### src/pkg/ifo_defines.svh
`ifndef IFO_DEFINES_SVH
`define IFO_DEFINES_SVH

// ****************************************
// Register map (byte addresses)
// ****************************************
// Register indices; the byte address is four times the index
`define IFO_IDX_OFS_LO    12'h004
`define IFO_IDX_OFS_HI    12'h005
`define IFO_ADDR_OFS_LO   (`IFO_IDX_OFS_LO << 2)
`define IFO_ADDR_OFS_HI   (`IFO_IDX_OFS_HI << 2)
`define IFO_ADDR_CTRL     12'h018
`define IFO_ADDR_MEAS     12'h01c
`define IFO_ADDR_STATUS   12'h020
`define IFO_OFS_RESET     16'h0000
`define IFO_CTRL_GCI_BIT  0
`define IFO_GRP_W         4
`define IFO_EDGE_BIT      0
`define IFO_SHIFT_LSB     1
`define IFO_MAX_SHIFT     3'h4
`endif

### src/pkg/ifo_pkg.sv
package ifo_pkg;
  typedef enum logic [1:0] {
    IFO_IDLE = 2'b00,
    IFO_WAIT = 2'b01,
    IFO_RUN  = 2'b10
  } ifo_state_t;
endpackage

### src/hdl/ifo_top.sv
`timescale 1ns/1ps
`include "ifo_defines.svh"
// ****************************************
// Input frame offset block, streams 8-15
// ****************************************
module ifo_top #(
  parameter int NSTR = 8
) (
  // APB slave
  input  wire logic        pclk,
  input  wire logic        presetn,
  input  wire logic        psel,
  input  wire logic        penable,
  input  wire logic        pwrite,
  input  wire logic [11:0] paddr,
  input  wire logic [31:0] pwdata,
  output logic      [31:0] prdata,
  output logic             pready,
  output logic             pslverr,
  // Link pins
  input  wire logic        link_clk,
  input  wire logic        frame_pulse_in,
  input  wire logic [NSTR-1:0] serial_stream_in,
  // Received bits
  output logic [NSTR-1:0]  rx_valid,
  output logic [NSTR-1:0]  rx_data,
  output logic [NSTR-1:0]  rx_frame_start
);
  typedef struct packed {
    logic [15:0]     ofs_lo;
    logic [15:0]     ofs_hi;
    logic [31:0]     act;
    logic            gci;
    logic [31:0]     rdata;
    logic            ready;
    logic            err;
    logic [2:0]      clk_s;
    logic [1:0]      fp_s;
    logic            fp_d;
    logic [2*NSTR-1:0] st_s;
    logic [NSTR-1:0] v;
    logic [NSTR-1:0] d;
    logic [NSTR-1:0] f;
    logic [15:0]     frames;
  } ifo_top_st_t;

  ifo_top_st_t s_reg;
  ifo_top_st_t s_next;
  logic        rise_evt;
  logic        fall_evt;
  logic        frame_evt;
  logic        acc;
  logic [NSTR-1:0] lv;
  logic [NSTR-1:0] ld;
  logic [NSTR-1:0] lf;
  logic [15:0] meas;
  logic [2*NSTR-1:0] st_now;

  // Edge finding on synchronised link clock, frame pulse active low
  always_comb begin
    rise_evt  = s_reg.clk_s[1] & ~s_reg.clk_s[2];
    fall_evt  = ~s_reg.clk_s[1] & s_reg.clk_s[2];
    frame_evt = ~s_reg.fp_s[1] & s_reg.fp_d;
    acc       = psel & penable & ~s_reg.ready;
  end

  // Stream data second stage
  generate
    for (genvar i = 0; i < NSTR; i++) begin : g_st
      assign st_now[i] = s_reg.st_s[NSTR+i];
    end
  endgenerate

  // Measurement view of stream 8 config (half flag, delay bits)
  always_comb begin
    meas      = 16'h0000;
    meas[11]  = ~s_reg.act[`IFO_EDGE_BIT];
    meas[2:0] = s_reg.act[3:1];
  end

  // Bus, sync and config next state
  always_comb begin
    s_next       = s_reg;
    s_next.clk_s = {s_reg.clk_s[1:0], link_clk};
    s_next.fp_s  = {s_reg.fp_s[0], frame_pulse_in};
    s_next.fp_d  = s_reg.fp_s[1];
    s_next.st_s  = {s_reg.st_s[NSTR-1:0], serial_stream_in};
    s_next.v     = lv;
    s_next.d     = ld;
    s_next.f     = lf;
    s_next.ready = acc;
    s_next.err   = 1'b0;
    if (frame_evt) begin
      s_next.act    = {s_reg.ofs_hi, s_reg.ofs_lo};
      s_next.frames = s_reg.frames + 16'h0001;
    end
    if (acc) begin
      s_next.rdata = 32'h0000_0000;
      case (paddr)
        `IFO_ADDR_OFS_LO: begin
          s_next.rdata = {16'h0000, s_reg.ofs_lo};
          if (pwrite) begin
            s_next.ofs_lo = pwdata[15:0];
          end
        end
        `IFO_ADDR_OFS_HI: begin
          s_next.rdata = {16'h0000, s_reg.ofs_hi};
          if (pwrite) begin
            s_next.ofs_hi = pwdata[15:0];
          end
        end
        `IFO_ADDR_CTRL: begin
          s_next.rdata = {31'h0, s_reg.gci};
          if (pwrite) begin
            s_next.gci = pwdata[`IFO_CTRL_GCI_BIT];
          end
        end
        `IFO_ADDR_MEAS: begin
          s_next.rdata = {16'h0000, meas};
        end
        `IFO_ADDR_STATUS: begin
          s_next.rdata = {16'h0000, s_reg.frames};
        end
        default: begin
          s_next.err = 1'b1;
        end
      endcase
    end
  end

  // Registers
  always_ff @(posedge pclk or negedge presetn) begin
    if (!presetn) begin
      s_reg        <= '0;
      s_reg.ofs_lo <= `IFO_OFS_RESET;
      s_reg.ofs_hi <= `IFO_OFS_RESET;
      s_reg.fp_s   <= 2'b11;
      s_reg.fp_d   <= 1'b1;
    end else begin
      s_reg <= s_next;
    end
  end

  // One lane per stream, group i of the active image
  generate
    for (genvar i = 0; i < NSTR; i++) begin : g_lane
      ifo_lane u_lane (
        .pclk        (pclk),
        .presetn     (presetn),
        .rise_evt    (rise_evt),
        .fall_evt    (fall_evt),
        .frame_evt   (frame_evt),
        .gci_mode    (s_reg.gci),
        .data_in     (st_now[i]),
        .grp         (s_reg.act[`IFO_GRP_W*i +: `IFO_GRP_W]),
        .bit_valid   (lv[i]),
        .bit_data    (ld[i]),
        .frame_start (lf[i])
      );
    end
  endgenerate

  assign prdata         = s_reg.rdata;
  assign pready         = s_reg.ready;
  assign pslverr        = s_reg.err;
  assign rx_valid       = s_reg.v;
  assign rx_data        = s_reg.d;
  assign rx_frame_start = s_reg.f;
endmodule

### src/hdl/ifo_lane.sv
`timescale 1ns/1ps
`include "ifo_defines.svh"
// ****************************************
// One stream lane: delay and sampling
// ****************************************
module ifo_lane (
  // Clock and reset
  input  wire logic       pclk,
  input  wire logic       presetn,
  // Link events, already synchronised
  input  wire logic       rise_evt,
  input  wire logic       fall_evt,
  input  wire logic       frame_evt,
  input  wire logic       gci_mode,
  input  wire logic       data_in,
  // Active configuration group
  input  wire logic [3:0] grp,
  // Results
  output logic            bit_valid,
  output logic            bit_data,
  output logic            frame_start
);
  typedef struct packed {
    ifo_pkg::ifo_state_t st;
    logic [3:0]          half_cnt;
    logic                valid;
    logic                data;
    logic                fstart;
    logic                first;
  } ifo_lane_st_t;

  ifo_lane_st_t s_reg;
  ifo_lane_st_t s_next;
  logic         use_fall;
  logic         samp_evt;
  logic [3:0]   target;

  // Edge choice per mode
  always_comb begin
    if (gci_mode) begin
      use_fall = ~grp[`IFO_EDGE_BIT];
    end else begin
      use_fall = grp[`IFO_EDGE_BIT];
    end
    samp_evt = use_fall ? fall_evt : rise_evt;
    // Half periods to wait: shift bits doubled plus edge bit, shift capped at 4 (at most 9 half periods)
    target = {grp[3:1], 1'b0} + {3'h0, grp[`IFO_EDGE_BIT]};
    if (grp[3:1] > `IFO_MAX_SHIFT) begin
      target = {`IFO_MAX_SHIFT, grp[`IFO_EDGE_BIT]};
    end
  end

  // Frame delay state machine
  always_comb begin
    s_next        = s_reg;
    s_next.valid  = 1'b0;
    s_next.fstart = 1'b0;
    case (s_reg.st)
      ifo_pkg::IFO_IDLE: begin
        if (frame_evt) begin
          s_next.st       = ifo_pkg::IFO_WAIT;
          s_next.half_cnt = 4'h0;
        end
      end
      ifo_pkg::IFO_WAIT, ifo_pkg::IFO_RUN: begin
        if (frame_evt) begin
          s_next.st       = ifo_pkg::IFO_WAIT;
          s_next.half_cnt = 4'h0;
        end else if (s_reg.st == ifo_pkg::IFO_WAIT) begin
          if (rise_evt || fall_evt) begin
            s_next.half_cnt = s_reg.half_cnt + 4'h1;
          end
          if (s_reg.half_cnt >= target) begin
            s_next.st    = ifo_pkg::IFO_RUN;
            s_next.first = 1'b1;
          end
        end else if (samp_evt) begin
          s_next.valid  = 1'b1;
          s_next.data   = data_in;
          s_next.fstart = s_reg.first;
          s_next.first  = 1'b0;
        end
      end
      default: begin
        s_next.st = ifo_pkg::IFO_IDLE;
      end
    endcase
  end

  // State register
  always_ff @(posedge pclk or negedge presetn) begin
    if (!presetn) begin
      s_reg <= '0;
    end else begin
      s_reg <= s_next;
    end
  end

  assign bit_valid   = s_reg.valid;
  assign bit_data    = s_reg.data;
  assign frame_start = s_reg.fstart;
endmodule

### config.mk
export PLATFORM = sky130hd
export DESIGN_NAME = ifo_top
export DESIGN_NICKNAME = d
export VERILOG_FILES = /design/src/pkg/ifo_pkg.sv /design/src/hdl/ifo_top.sv /design/src/hdl/ifo_lane.sv
export VERILOG_INCLUDE_DIRS = /design/src /design/src/pkg
export SDC_FILE = /design/constraint.sdc
export NUM_CORES = 1
export LEC_CHECK = 0
export BUFFER_PORTS_ARGS = -buffer_cell sky130_fd_sc_hd__buf_2
export CAP_MARGIN = 20
export CORE_UTILIZATION = 60
export CTS_CLUSTER_DIAMETER = 120
export DETAILED_ROUTE_END_ITERATION = 10
export GPL_TIMING_DRIVEN = 0
export PLACE_DENSITY = 0.91
export SLEW_MARGIN = 10
export SYNTH_ARGS = -nofsm -noshare
export SYNTH_HDL_FRONTEND = slang
export SYNTH_HIERARCHICAL = 1
export SYNTH_SLANG_ARGS = --single-unit
### constraint.sdc
create_clock -name pclk -period 5.49 [get_ports pclk]
set_input_delay 1.098 -clock pclk [delete_from_list [all_inputs] [get_ports pclk]]
set_output_delay 1.098 -clock pclk [all_outputs]
set_load 0.05 [all_outputs]
==> Word level (Yosys, flattened, before mapping) <==
Index checks and enable logic that the tools add are counted.
W data, S select, Z words.
{ "totals": {"word_cells": 376, "register_bits": 241, "inputBits": 59, "out_inout_bits": 58} }
{ "op_classes": {"n_reduce_logical": 69, "n_eq_ne": 61, "magnitude_cmp": 16, "n_addsub": 17, "mux": 124, "n_bitwise": 26} }
{ "ops": {"columns": ["op", "n"], "rows": [
  ["$mux W4", 40],
  ["$mux W6", 17],
  ["$reduce_and A4 Y1", 24],
  ["$pmux W16 S5", 1],
  ["$pmux W4 S2", 8],
  ["$ne A3 B2 Y1 const B", 17],
  ["$eq A12 B5 Y1 const B", 4],
  ["$mux W1", 34],
  ["$reduce_and A3 Y1", 11],
  ["$add A4 B1 Y4", 8],
  ["$add A4 B1 Y4 const B", 8],
  ["$ge A4 B4 Y1", 8],
  ["$ne A2 B2 Y1 const B", 16],
  ["$pmux W2 S2", 8],
  ["$reduce_bool A2 Y1", 16],
  ["$gt A3 B3 Y1 const B", 8],
  ["$mux W3", 8],
  ["$ne A3 B3 Y1 const B", 7],
  ["$not A1 Y1", 21],
  ["$add A16 B1 Y16 const B", 1],
  ["$eq A2 B1 Y1 const B", 8],
  ["$eq A2 B2 Y1 const B", 8],
  ["$logic_not A2 Y1", 8],
  ["$mux W2", 8],
  ["5 further kinds", 16]
]} }

==> Depth between registers and ports, before layout <==
Gate-level depths: netlist of the first run.
{ "logic_depth": {"word_depth": 7, "depth_mapped": 8, "ltp_nobuf": 7} }

==> Cells and area by module <==
Netlist of the first run, hierarchy kept.
{ "by_module_without_submodules": {"columns": ["module", "cells_each", "area_per_inst_um2", "seq_area_each_um2", "n_inst"], "rows": [
  ["ifo_top", 489, 5879.4, 3632.2, 1],
  ["ifo_lane at g_lane[2].u_lane ...", 73, 699.4, 250.2, 4],
  ["ifo_lane at g_lane[0].u_lane ...", 65, 629.4, 250.2, 4]
]} }

==> Least setup slack after synthesis of the first run <==
Ideal clock, no wire load.
{ "synth_path": {"path_kind": "flip-flop to flip-flop", "from": "register s_reg[56] (netlist bit)", "to": "register g_lane[2].u_lane.s_reg (netlist bit g_lane[2].u_lane/bit_data)", "required_time_ns": 5.365, "arrival_ns": 2.782, "setup_ns": 0.125, "path_buffers": 2, "path_slack_ns": 2.583, "path_stages_with_launch": 8, "synth_period_minus_slack_ns": 2.907, "cell_sequence": "dfstp_2 > nand2b_1 > clkbuf_1 > clkinv_1 > clkbuf_1 > and4bb_1 > mux2_4 > mux2_4"} }
{ "synth_via": {"elab_chain_len": 3} }
{ "synth_rtl": {"columns": ["element", "line_no", "source"], "rows": [
  ["start: declaration", "ifo_top.sv:47", "ifo_top_st_t s_reg;"],
  ["start signal: assignment", "ifo_top.sv:140", "s_reg <= s_next;"],
  ["$and A1 B1 Y1", "ifo_top.sv:63", "frame_evt = ~s_reg.fp_s[1] & s_reg.fp_d;"],
  ["net frame_evt", "ifo_top.sv:51", "logic frame_evt;"],
  ["$not A1 Y1 (no source line)", null, null],
  ["$reduce_and A4 Y1 (no source line)", null, null],
  ["end signal: assignment", "ifo_lane.sv:95", "s_reg <= s_next;"],
  ["end: declaration", "ifo_lane.sv:32", "ifo_lane_st_t s_reg;"]
]} }
The timed path passes the listed nets, and every way through them passes these cells.
A chain may end at the register's enable or synchronous reset.

==> Worst setup path after layout of the first run <==
{ "layout_path": {"from": "register s_reg (netlist bit s_next[56])", "to": "register g_lane[7].u_lane.s_reg (netlist bit g_lane[7].u_lane/bit_data)"} }
{ "layout_via": {"elab_chain_len": 4} }
{ "layout_rtl": {"columns": ["element", "line_no"], "rows": [
  ["$not A1 Y1", "ifo_top.sv:63"],
  ["$and A1 B1 Y1", "ifo_top.sv:63"],
  ["net frame_evt", "ifo_top.sv:51"],
  ["$not A1 Y1 (no source line)", null],
  ["$reduce_and A4 Y1 (no source line)", null],
  ["end signal: assignment", "ifo_lane.sv:95"],
  ["end: declaration", "ifo_lane.sv:32"]
]} }
The timed path passes the listed nets, and every way through them passes these cells.

==> metrics.yaml, run 1 <==
nets: 1294
cp_max_fo: 41
post-route-util: 0.706
worst_pin_slew_ns: 0.736
fill_cells: 1221
grt-ovfl-total: 0
critPathArrivalTime_ns: 3.55
power.density_mw_per_mm2: 401
routedWlPerCell_um: 17.5
grt_max_degree: 100
ys_types: 61
finalSetupTns_ns: 0
dieHeight_um: 139
p_leak_nw: 6.32
core-area_mm2: 0.0181
pwr-share-seq: 0.410
clkPwrFrac: 0.296
vias_per_cell: 5.88
vias: 8339
grt_pass1_vias: 8411
synth-edff-count: 0
hp-class: "reg -> reg"
multiInputGateArea_mm2: 0.00486
path_class: "reg -> reg"
finalSetupViolCount: 0
antenna_found_initial: 2
start_util: 0.617
instances_no_fill: 1418
violations: "DRC"
hold_buffers: 0
port_buffers: 83
pwr-share-comb: 0.294
row_count: 49
rsz0062_at_grt: "false"
start_kind: "register"
finalCriticalPeriod_ns: 3.16
dpl.hpwl_um: 16800
p_switching_mw: 1.77
clock_tree.root_cell: "clkbuf_16"
skew_ns: 0.0140
syn_to_final_growth_pct: 14.5
yosys_warnings: 6
die_w_um: 139
dpl.cell_count: 1373
ys_seq_area_frac: 0.503
postCtsSetupBuffers: 0
avgSynthCellArea_um2: 10.8
synth-seq-cells: 225
internal_power_mw: 3.37
h-tree-depth: 1
yosysMostFrequentCell: "dfrtp_1"
die_area_mm2: 0.0192
clockBufferDepth: 3
postRouteAntennaNets: 0
syn_area_mm2: 0.0112
drc: 40
critPathCaptureType: "register"
synth_ff_type: "dfrtp_1"
synth_commonest_cells: "dfrtp_1, nand2_1, ha_1, buf_4, inv_1"
cts.sinks: 225
slew_headroom: 0.509
yosysTopAreaCell: "dfrtp_1"
first_iter_violations: 638
drive_above_1_share: 0.207
power_mw: 5.14
hold_viol: 0
switching_share: 0.344
cp_data_required_time_ns: 5.88
max_freq_mhz: 317
ir_worst_vdd_v: 0.000249
cts.clk_slew.worst_paths_ns: 0.06
status: "complete, but fails checks"
synthCells: 1041
cts_resized: 0
synth.top_cell.area_share: 0.496
clk_latency_ns: 0.52
tritoncts: "done"
drt_pre_antenna_iters: 8
slew_violations: 0
routed_wl_um: 24800
period_share: 0.575
cts_inserted_buffers: 24
seq_area_mm2: 0.00563
largest_reg_flops: 88
setup_ws_ns: 2.33
place_ws_ns: 2.35
track_usage: 0.265
drv_cap: 0
ioPinCount: 117
synth-async-reset-ratio: 1.00
synthTopCellsByArea: "dfrtp_1, ha_1, nand2_1"
place_congestion: 0.889
grt_pass1_wl_um: 41100
final cells by class:
cell class / count / area share
multi-input cells: 693 / 0.379
inverters: 56 / 0.0164
repair buffers: 88 / 0.0408
clock inverters: 8 / 0.00312
clock buffers: 34 / 0.0546
flip-flops and latches: 225 / 0.440
well taps: 229 / 0.0224
diodes: 3 / 0.000586
plain buffers: 82 / 0.0435
cells in the final DEF (no fill, tap or decap), drive strengths merged, types with 17 or more instances in the layout:
master,count
a21oi,27
a22o,17
buf,150
clkbuf,54
dfrtp,222
ha,65
inv,55
mux2,47
mux2i,17
nand2,157
nand2b,22
nor2,45
nor3,27
o21ai,40
xnor2,18
metrics by stage:
stage / instance area [µm²] / hold slack (ns)
6_report: 12800 / 0.346
5_1_grt: 12800 / 0.352
4_1_cts: 12800 / 0.347
3_5_place_dp: 12100 / 0.335
3_3_place_gp: 12000 / 0.332
2_1_floorplan: 11300 / 0.331
kinds of logic after synthesis:
| kind of cell | Yosys count | share of synthesized area |
|---|---|---|
| flip-flops | 225 | 0.503 |
| other | 1 | 0.000335 |
| adder cells (fa/ha/maj) | 65 | 0.0727 |
| buffers and inverters | 138 | 0.0684 |
| XOR/XNOR | 23 | 0.0180 |
| AO/OA/AOI/OAI | 168 | 0.104 |
| AND/OR/NAND/NOR | 356 | 0.163 |
| multiplexers | 65 | 0.0705 |
per-layer routing:
| layer | share of wire | vias up | track usage | wire length [µm] |
|---|---|---|---|---|
| li1 | - | 3835 | - | - |
| met1 | 0.41 | 4084 | 0.335 | 10100 |
| met2 | 0.49 | 338 | 0.450 | 12200 |
| met3 | 0.064 | 82 | 0.0401 | 1590 |
| met4 | 0.037 | 0 | 0.128 | 922 |
| met5 | 0 | - | 0 | 0 |
power by group through the flow:
stage / Combinational [mW] / Clock, mW / Sequential [mW]
floorplan: 1.17 / 0 / 2.08
global placement: 1.39 / 0 / 2.11
detailed placement: 1.49 / 0 / 2.13
CTS: 1.51 / 1.54 / 2.10
global route: 1.67 / 1.61 / 2.14
finish: 1.51 / 1.52 / 2.11
final timing paths:
| check | cells past startpoint | startpoint | endpoint | slack, ns |
|---|---|---|---|---|
| max | 8 | s_next[56] | g_lane[7].u_lane/bit_data | 2.33 |
| max in group asynchronous | 3 | presetn | g_lane[1].u_lane/s_reg[0] | 3.83 |
| min reg2reg | 0 | g_lane[1].u_lane/frame_start | rx_frame_start[1] | 0.35 |
| max reg2reg | 8 | s_next[56] | g_lane[7].u_lane/bit_data | 2.33 |
| min in group asynchronous | 1 | presetn | g_lane[4].u_lane/s_reg[0] | 0.50 |
| min | 0 | g_lane[1].u_lane/frame_start | rx_frame_start[1] | 0.35 |
worst max-delay path, cell delays in order (launching register included):
cell and delay, ns:
dfstp_2 0.53, nand2b_1 0.10, clkbuf_1 0.45, clkinv_1 0.34, clkbuf_2 0.42, buf_12 0.29, nand2b_2 0.26, nor3_2 0.27
mux2_1 0.35
Power figures use the tool's default switching activity.
==> run 2: changes to the inputs <==
- CORE_UTILIZATION: 60 -> 54
- PLACE_DENSITY: 0.91 -> 0.87
- clock period: 5.49 -> 2.54 ns (I/O delays scaled with it)
==> metrics.yaml, run 2 (same netlist as run 1, synthesis figures left out) <==
status: "completed"
grt_pass1_wl_um: 39200
h-tree-depth: 1
clkPwrFrac: 0.307
switching_share: 0.336
postRouteAntennaNets: 0
die_w_um: 146
cp_data_required_time_ns: 2.92
vias: 8217
finalCriticalPeriod_ns: 2.47
clock_tree.root_cell: "clkbuf_16"
layout_commonest_cell: "dfrtp_1"
largest_reg_flops: 88
nets: 1291
syn_to_final_growth_pct: 15.0
drt_pre_antenna_iters: 5
cp_max_fo: 57
power_mw: 11.2
vias_per_cell: 5.65
grt_max_degree: 115
place_ws_ns: -0.570
crit_family: "simple AND/OR/NAND/NOR gates"
row_count: 52
slew_violations: 0
drv_cap: 0
antenna_found_initial: 1
drc: 0
hp-class: "in -> async"
pwr-share-comb: 0.288
crit_chain: "nand2b_2, clkinvlp_4, buf_8, nand2b_2, nor3_2, mux2_1"
p_switching_mw: 3.77
cp_num_buf_inv: 2
power.density_mw_per_mm2: 871
grt_pass1_vias: 8074
postCtsSetupBuffers: 0
slew_headroom: 0.455
critPathCaptureType: "register"
setup_ws_ns: 0.0749
clockBufferDepth: 3
ioPinCount: 117
internal_power_mw: 7.44
final_cell_mix: "dfrtp_1, nand2_1, buf_2"
cts_inserted_buffers: 24
grt-ovfl-total: 0
cts.clk_slew.worst_paths_ns: 0.06
start_util: 0.551
p_leak_nw: 6.31
tritoncts: "done"
post-route-util: 0.634
start_kind: "register"
period_share: 0.971
path_common_cell: "nand2b_2"
cts.sinks: 225
worst_pin_slew_ns: 0.818
finalSetupTns_ns: 0
crit_path_top_delay_cell: "dfstp_2"
finalSetupViolCount: 0
max_stage_delay_ns: 0.52
critPathArrivalTime_ns: 2.85
dieHeight_um: 146
place_congestion: 0.878
ir_worst_vdd_v: 0.000717
track_usage: 0.226
die_area_mm2: 0.0213
routed_wl_um: 23900
drive_above_1_share: 0.208
core-area_mm2: 0.0203
skew_ns: 0.0132
pwr-share-seq: 0.405
max_freq_mhz: 406
first_iter_violations: 602
clk_latency_ns: 0.51
dpl.hpwl_um: 16300
path_class: "reg -> reg"
hold_viol: 0
routedWlPerCell_um: 16.4
port_buffers: 83
==> run 2: routing by layer <==
layer / routed length [µm] / GRT usage / up-vias / part of all wire
met5: 0 / 0 / - / 0
met2: 11900 / 0.385 / 283 / 0.50
met4: 573 / 0.0849 / 0 / 0.024
met3: 1300 / 0.0304 / 53 / 0.054
met1: 10100 / 0.296 / 4050 / 0.42
li1: - / - / 3831 / -
==> run 2: final cells by class <==
type                            instances  area, µm²
Fill cell                            1541       7430
Sequential cell                       225       5630
Multi-Input combinational cell        693       4860
Clock buffer                           36        727
Buffer                                 81        563
Timing Repair Buffer                   86        475
Tap cell                              270        338
Inverter                               56        214
Clock inverter                          6       57.6
Antenna cell                            1       2.50
==> run 2: power by group through the flow <==
stage	combinational (mW)	sequential [mW]	clock, mW
5_1_grt	3.58	4.61	3.65
4_1_cts	3.21	4.53	3.50
3_3_place_gp	3.01	4.56	0
3_5_place_dp	3.18	4.59	0
2_1_floorplan	2.52	4.49	0
6_report	3.23	4.54	3.44
==> run 2: path summary, 6_finish.rpt <==
path | start | endpoint | slack (ns) | cells past startpoint
min reg2reg | s_next[49] | s_reg[49] | 0.35 | 0
min in group pclk | frame_pulse_in | s_next[58] | 0.10 | 1
max in group asynchronous | presetn | s_next[48] | 1.45 | 2
min | presetn | rx_data[2] | 0.06 | 1
max reg2reg | s_next[56] | g_lane[0].u_lane/bit_data | 0.07 | 6
max | s_next[56] | g_lane[0].u_lane/bit_data | 0.07 | 6
==> run 2: per-stage QoR <==
step / cells / hold WS [ns] / cell area [µm²]
3_5_place_dp: 1412 / 0.336 / 12100
2_1_floorplan: 1056 / 0.212 / 11300
3_3_place_gp: 1409 / 0.332 / 12000
6_report: 1454 / 0.0634 / 12900
5_1_grt: 1454 / 0.0766 / 12900
4_1_cts: 1453 / 0.0853 / 12900
==> run 2: timing repair <==
item,CTS,global route
pin swaps,0,0
resized for setup,2,2
hold endpoints to repair,0,0
hold buffers,0,0
endpoints found under the setup margin,68,4
==> run 3: changes to the inputs <==
- BUFFER_PORTS_ARGS: -buffer_cell sky130_fd_sc_hd__buf_2 -> not set
- CELL_PAD_IN_SITES_DETAIL_PLACEMENT: not set -> 2
- CELL_PAD_IN_SITES_GLOBAL_PLACEMENT: not set -> 2
- CORE_UTILIZATION: 54 -> 38
- DONT_BUFFER_PORTS: not set -> 1
- PLACE_DENSITY: 0.87 -> 0.86
==> metrics.yaml, run 3 (same netlist as run 1, synthesis figures left out) <==
largest_reg_flops: 88
hold_buffers: 10
dpl.hpwl_um: 20800
grt-ovfl-total: 0
cp_data_required_time_ns: 2.95
reg2reg_from: "pready"
ir_worst_vdd_v: 0.000438
cts.clk_slew.worst_paths_ns: 0.06
place_congestion: 0.802
slew_violations: 0
seq_area_mm2: 0.00563
finalCriticalPeriod_ns: 2.45
ff2ff_path_depth: 6
clk_latency_ns: 0.55
drc: 0
final_cell_mix: "dfrtp_1, nand2_1, ha_1"
power.density_mw_per_mm2: 918
tritoncts: "done"
vias_per_cell: 5.48
worst_pin_slew_ns: 0.868
skew_ns: 0.0152
r2r_end: "prdata[8]"
critPathCaptureType: "register"
p_leak_nw: 6.03
syn_to_final_growth_pct: 14.4
fin_hold_ws_ns: -0.327
h-tree-depth: 1
critPathArrivalTime_ns: 2.86
hp-class: "in -> async"
finalSetupViolCount: 0
grt_pass1_wl_um: 53000
drt_pre_antenna_iters: 5
instances_no_fill: 1499
routed_wl_um: 32500
grt_pass1_vias: 9377
max_freq_mhz: 409
routedWlPerCell_um: 21.7
postRouteAntennaNets: 0
status: "complete, but fails checks"
dieHeight_um: 174
clock_tree.root_cell: "clkbuf_16"
cp_max_fo: 10
vias: 8216
core-area_mm2: 0.0289
slew_headroom: 0.417
port_buffers: 0
finalSetupTns_ns: 0
path_class: "reg -> reg"
drv_cap: 0
dpl.cell_count: 1442
grt_max_degree: 226
cp-endpoint: "prdata[8]"
first_iter_violations: 446
r2r_setup_slack_ns: 0.09
multiInputGateArea_mm2: 0.00486
cts_inserted_buffers: 26
drive_above_1_share: 0.152
row_count: 62
die_w_um: 174
clockBufferDepth: 3
ioPinCount: 117
die_area_mm2: 0.0301
power_mw: 11.8
critPathLaunch: "pready"
start_util: 0.388
layout_commonest_cell: "dfrtp_1"
fill_cells: 2993
nets: 1219
track_usage: 0.223
cts.sinks: 225
period_share: 0.963
rsz0062_at_grt: "true"
antenna_found_initial: 2
hold_viol: 225
start_kind: "register"
violations: "hold timing"
-- run 3: critical path, stage by stage (launching register included) --
cell and delay (ns):
dfrtp_1 0.55, or2_2 0.37, clkbuf_1 0.19, inv_1 0.22, nand4b_1 0.31, buf_2 0.33
o21ai_0 0.33
-- run 3: report_power, final --
part	leakage [nW]	switching [mW]	internal, mW
Sequential	3.00	0.464	4.12
Combinational	2.59	2.02	1.19
Clock	0.447	1.56	2.40
-- run 3: how the worst min path moves through the flow --
stage	to	slack, ns	cells after the start
2_1_floorplan	g_lane[0].u_lane/bit_data	0.21	0
3_3_place_gp	prdata[0]	0.23	0
3_5_place_dp	s_reg[96]	0.23	0
4_1_cts	pslverr	-0.35	0
5_1_grt	prdata[4]	-0.35	0
6_report	prdata[4]	-0.33	0
-- run 3: through the flow --
| step | utilization | setup slack [ns] | cell area (µm²) |
|---|---|---|---|
| global route | 0.444 | -0.0109 | 12800 |
| floorplan | - | 0.157 | 11300 |
| detailed placement | 0.408 | -0.737 | 11800 |
| CTS | 0.443 | 0.0265 | 12800 |
| global placement | 0.407 | -0.668 | 11700 |
| finish | 0.444 | 0.0945 | 12800 |
-- run 3: repair_timing --
| action | CTS | global route |
|---|---|---|
| gates resized for setup | 5 | 2 |
| setup endpoints to repair | 72 | 3 |
| endpoints found under the hold margin | 235 | 225 |
| buffers inserted | 0 | 0 |
-- run 3: layout make-up --
class	count	area share
Multi-Input combinational cell	693	0.380
Antenna cell	1	0.000195
Sequential cell	225	0.440
Clock buffer	40	0.0636
Clock inverter	7	0.00713
Buffer	81	0.0449
Inverter	56	0.0165
Tap cell	384	0.0375
Timing Repair Buffer	12	0.0102
-- run 3: layer usage --
| metal | vias up | share of wire | GRT usage |
|---|---|---|---|
| met5 | - | 0 | 0 |
| met4 | 0 | 0.035 | 0.0800 |
| met3 | 84 | 0.043 | 0.0375 |
| met2 | 185 | 0.51 | 0.395 |
| met1 | 4266 | 0.41 | 0.272 |
| li1 | 3681 | - | - |
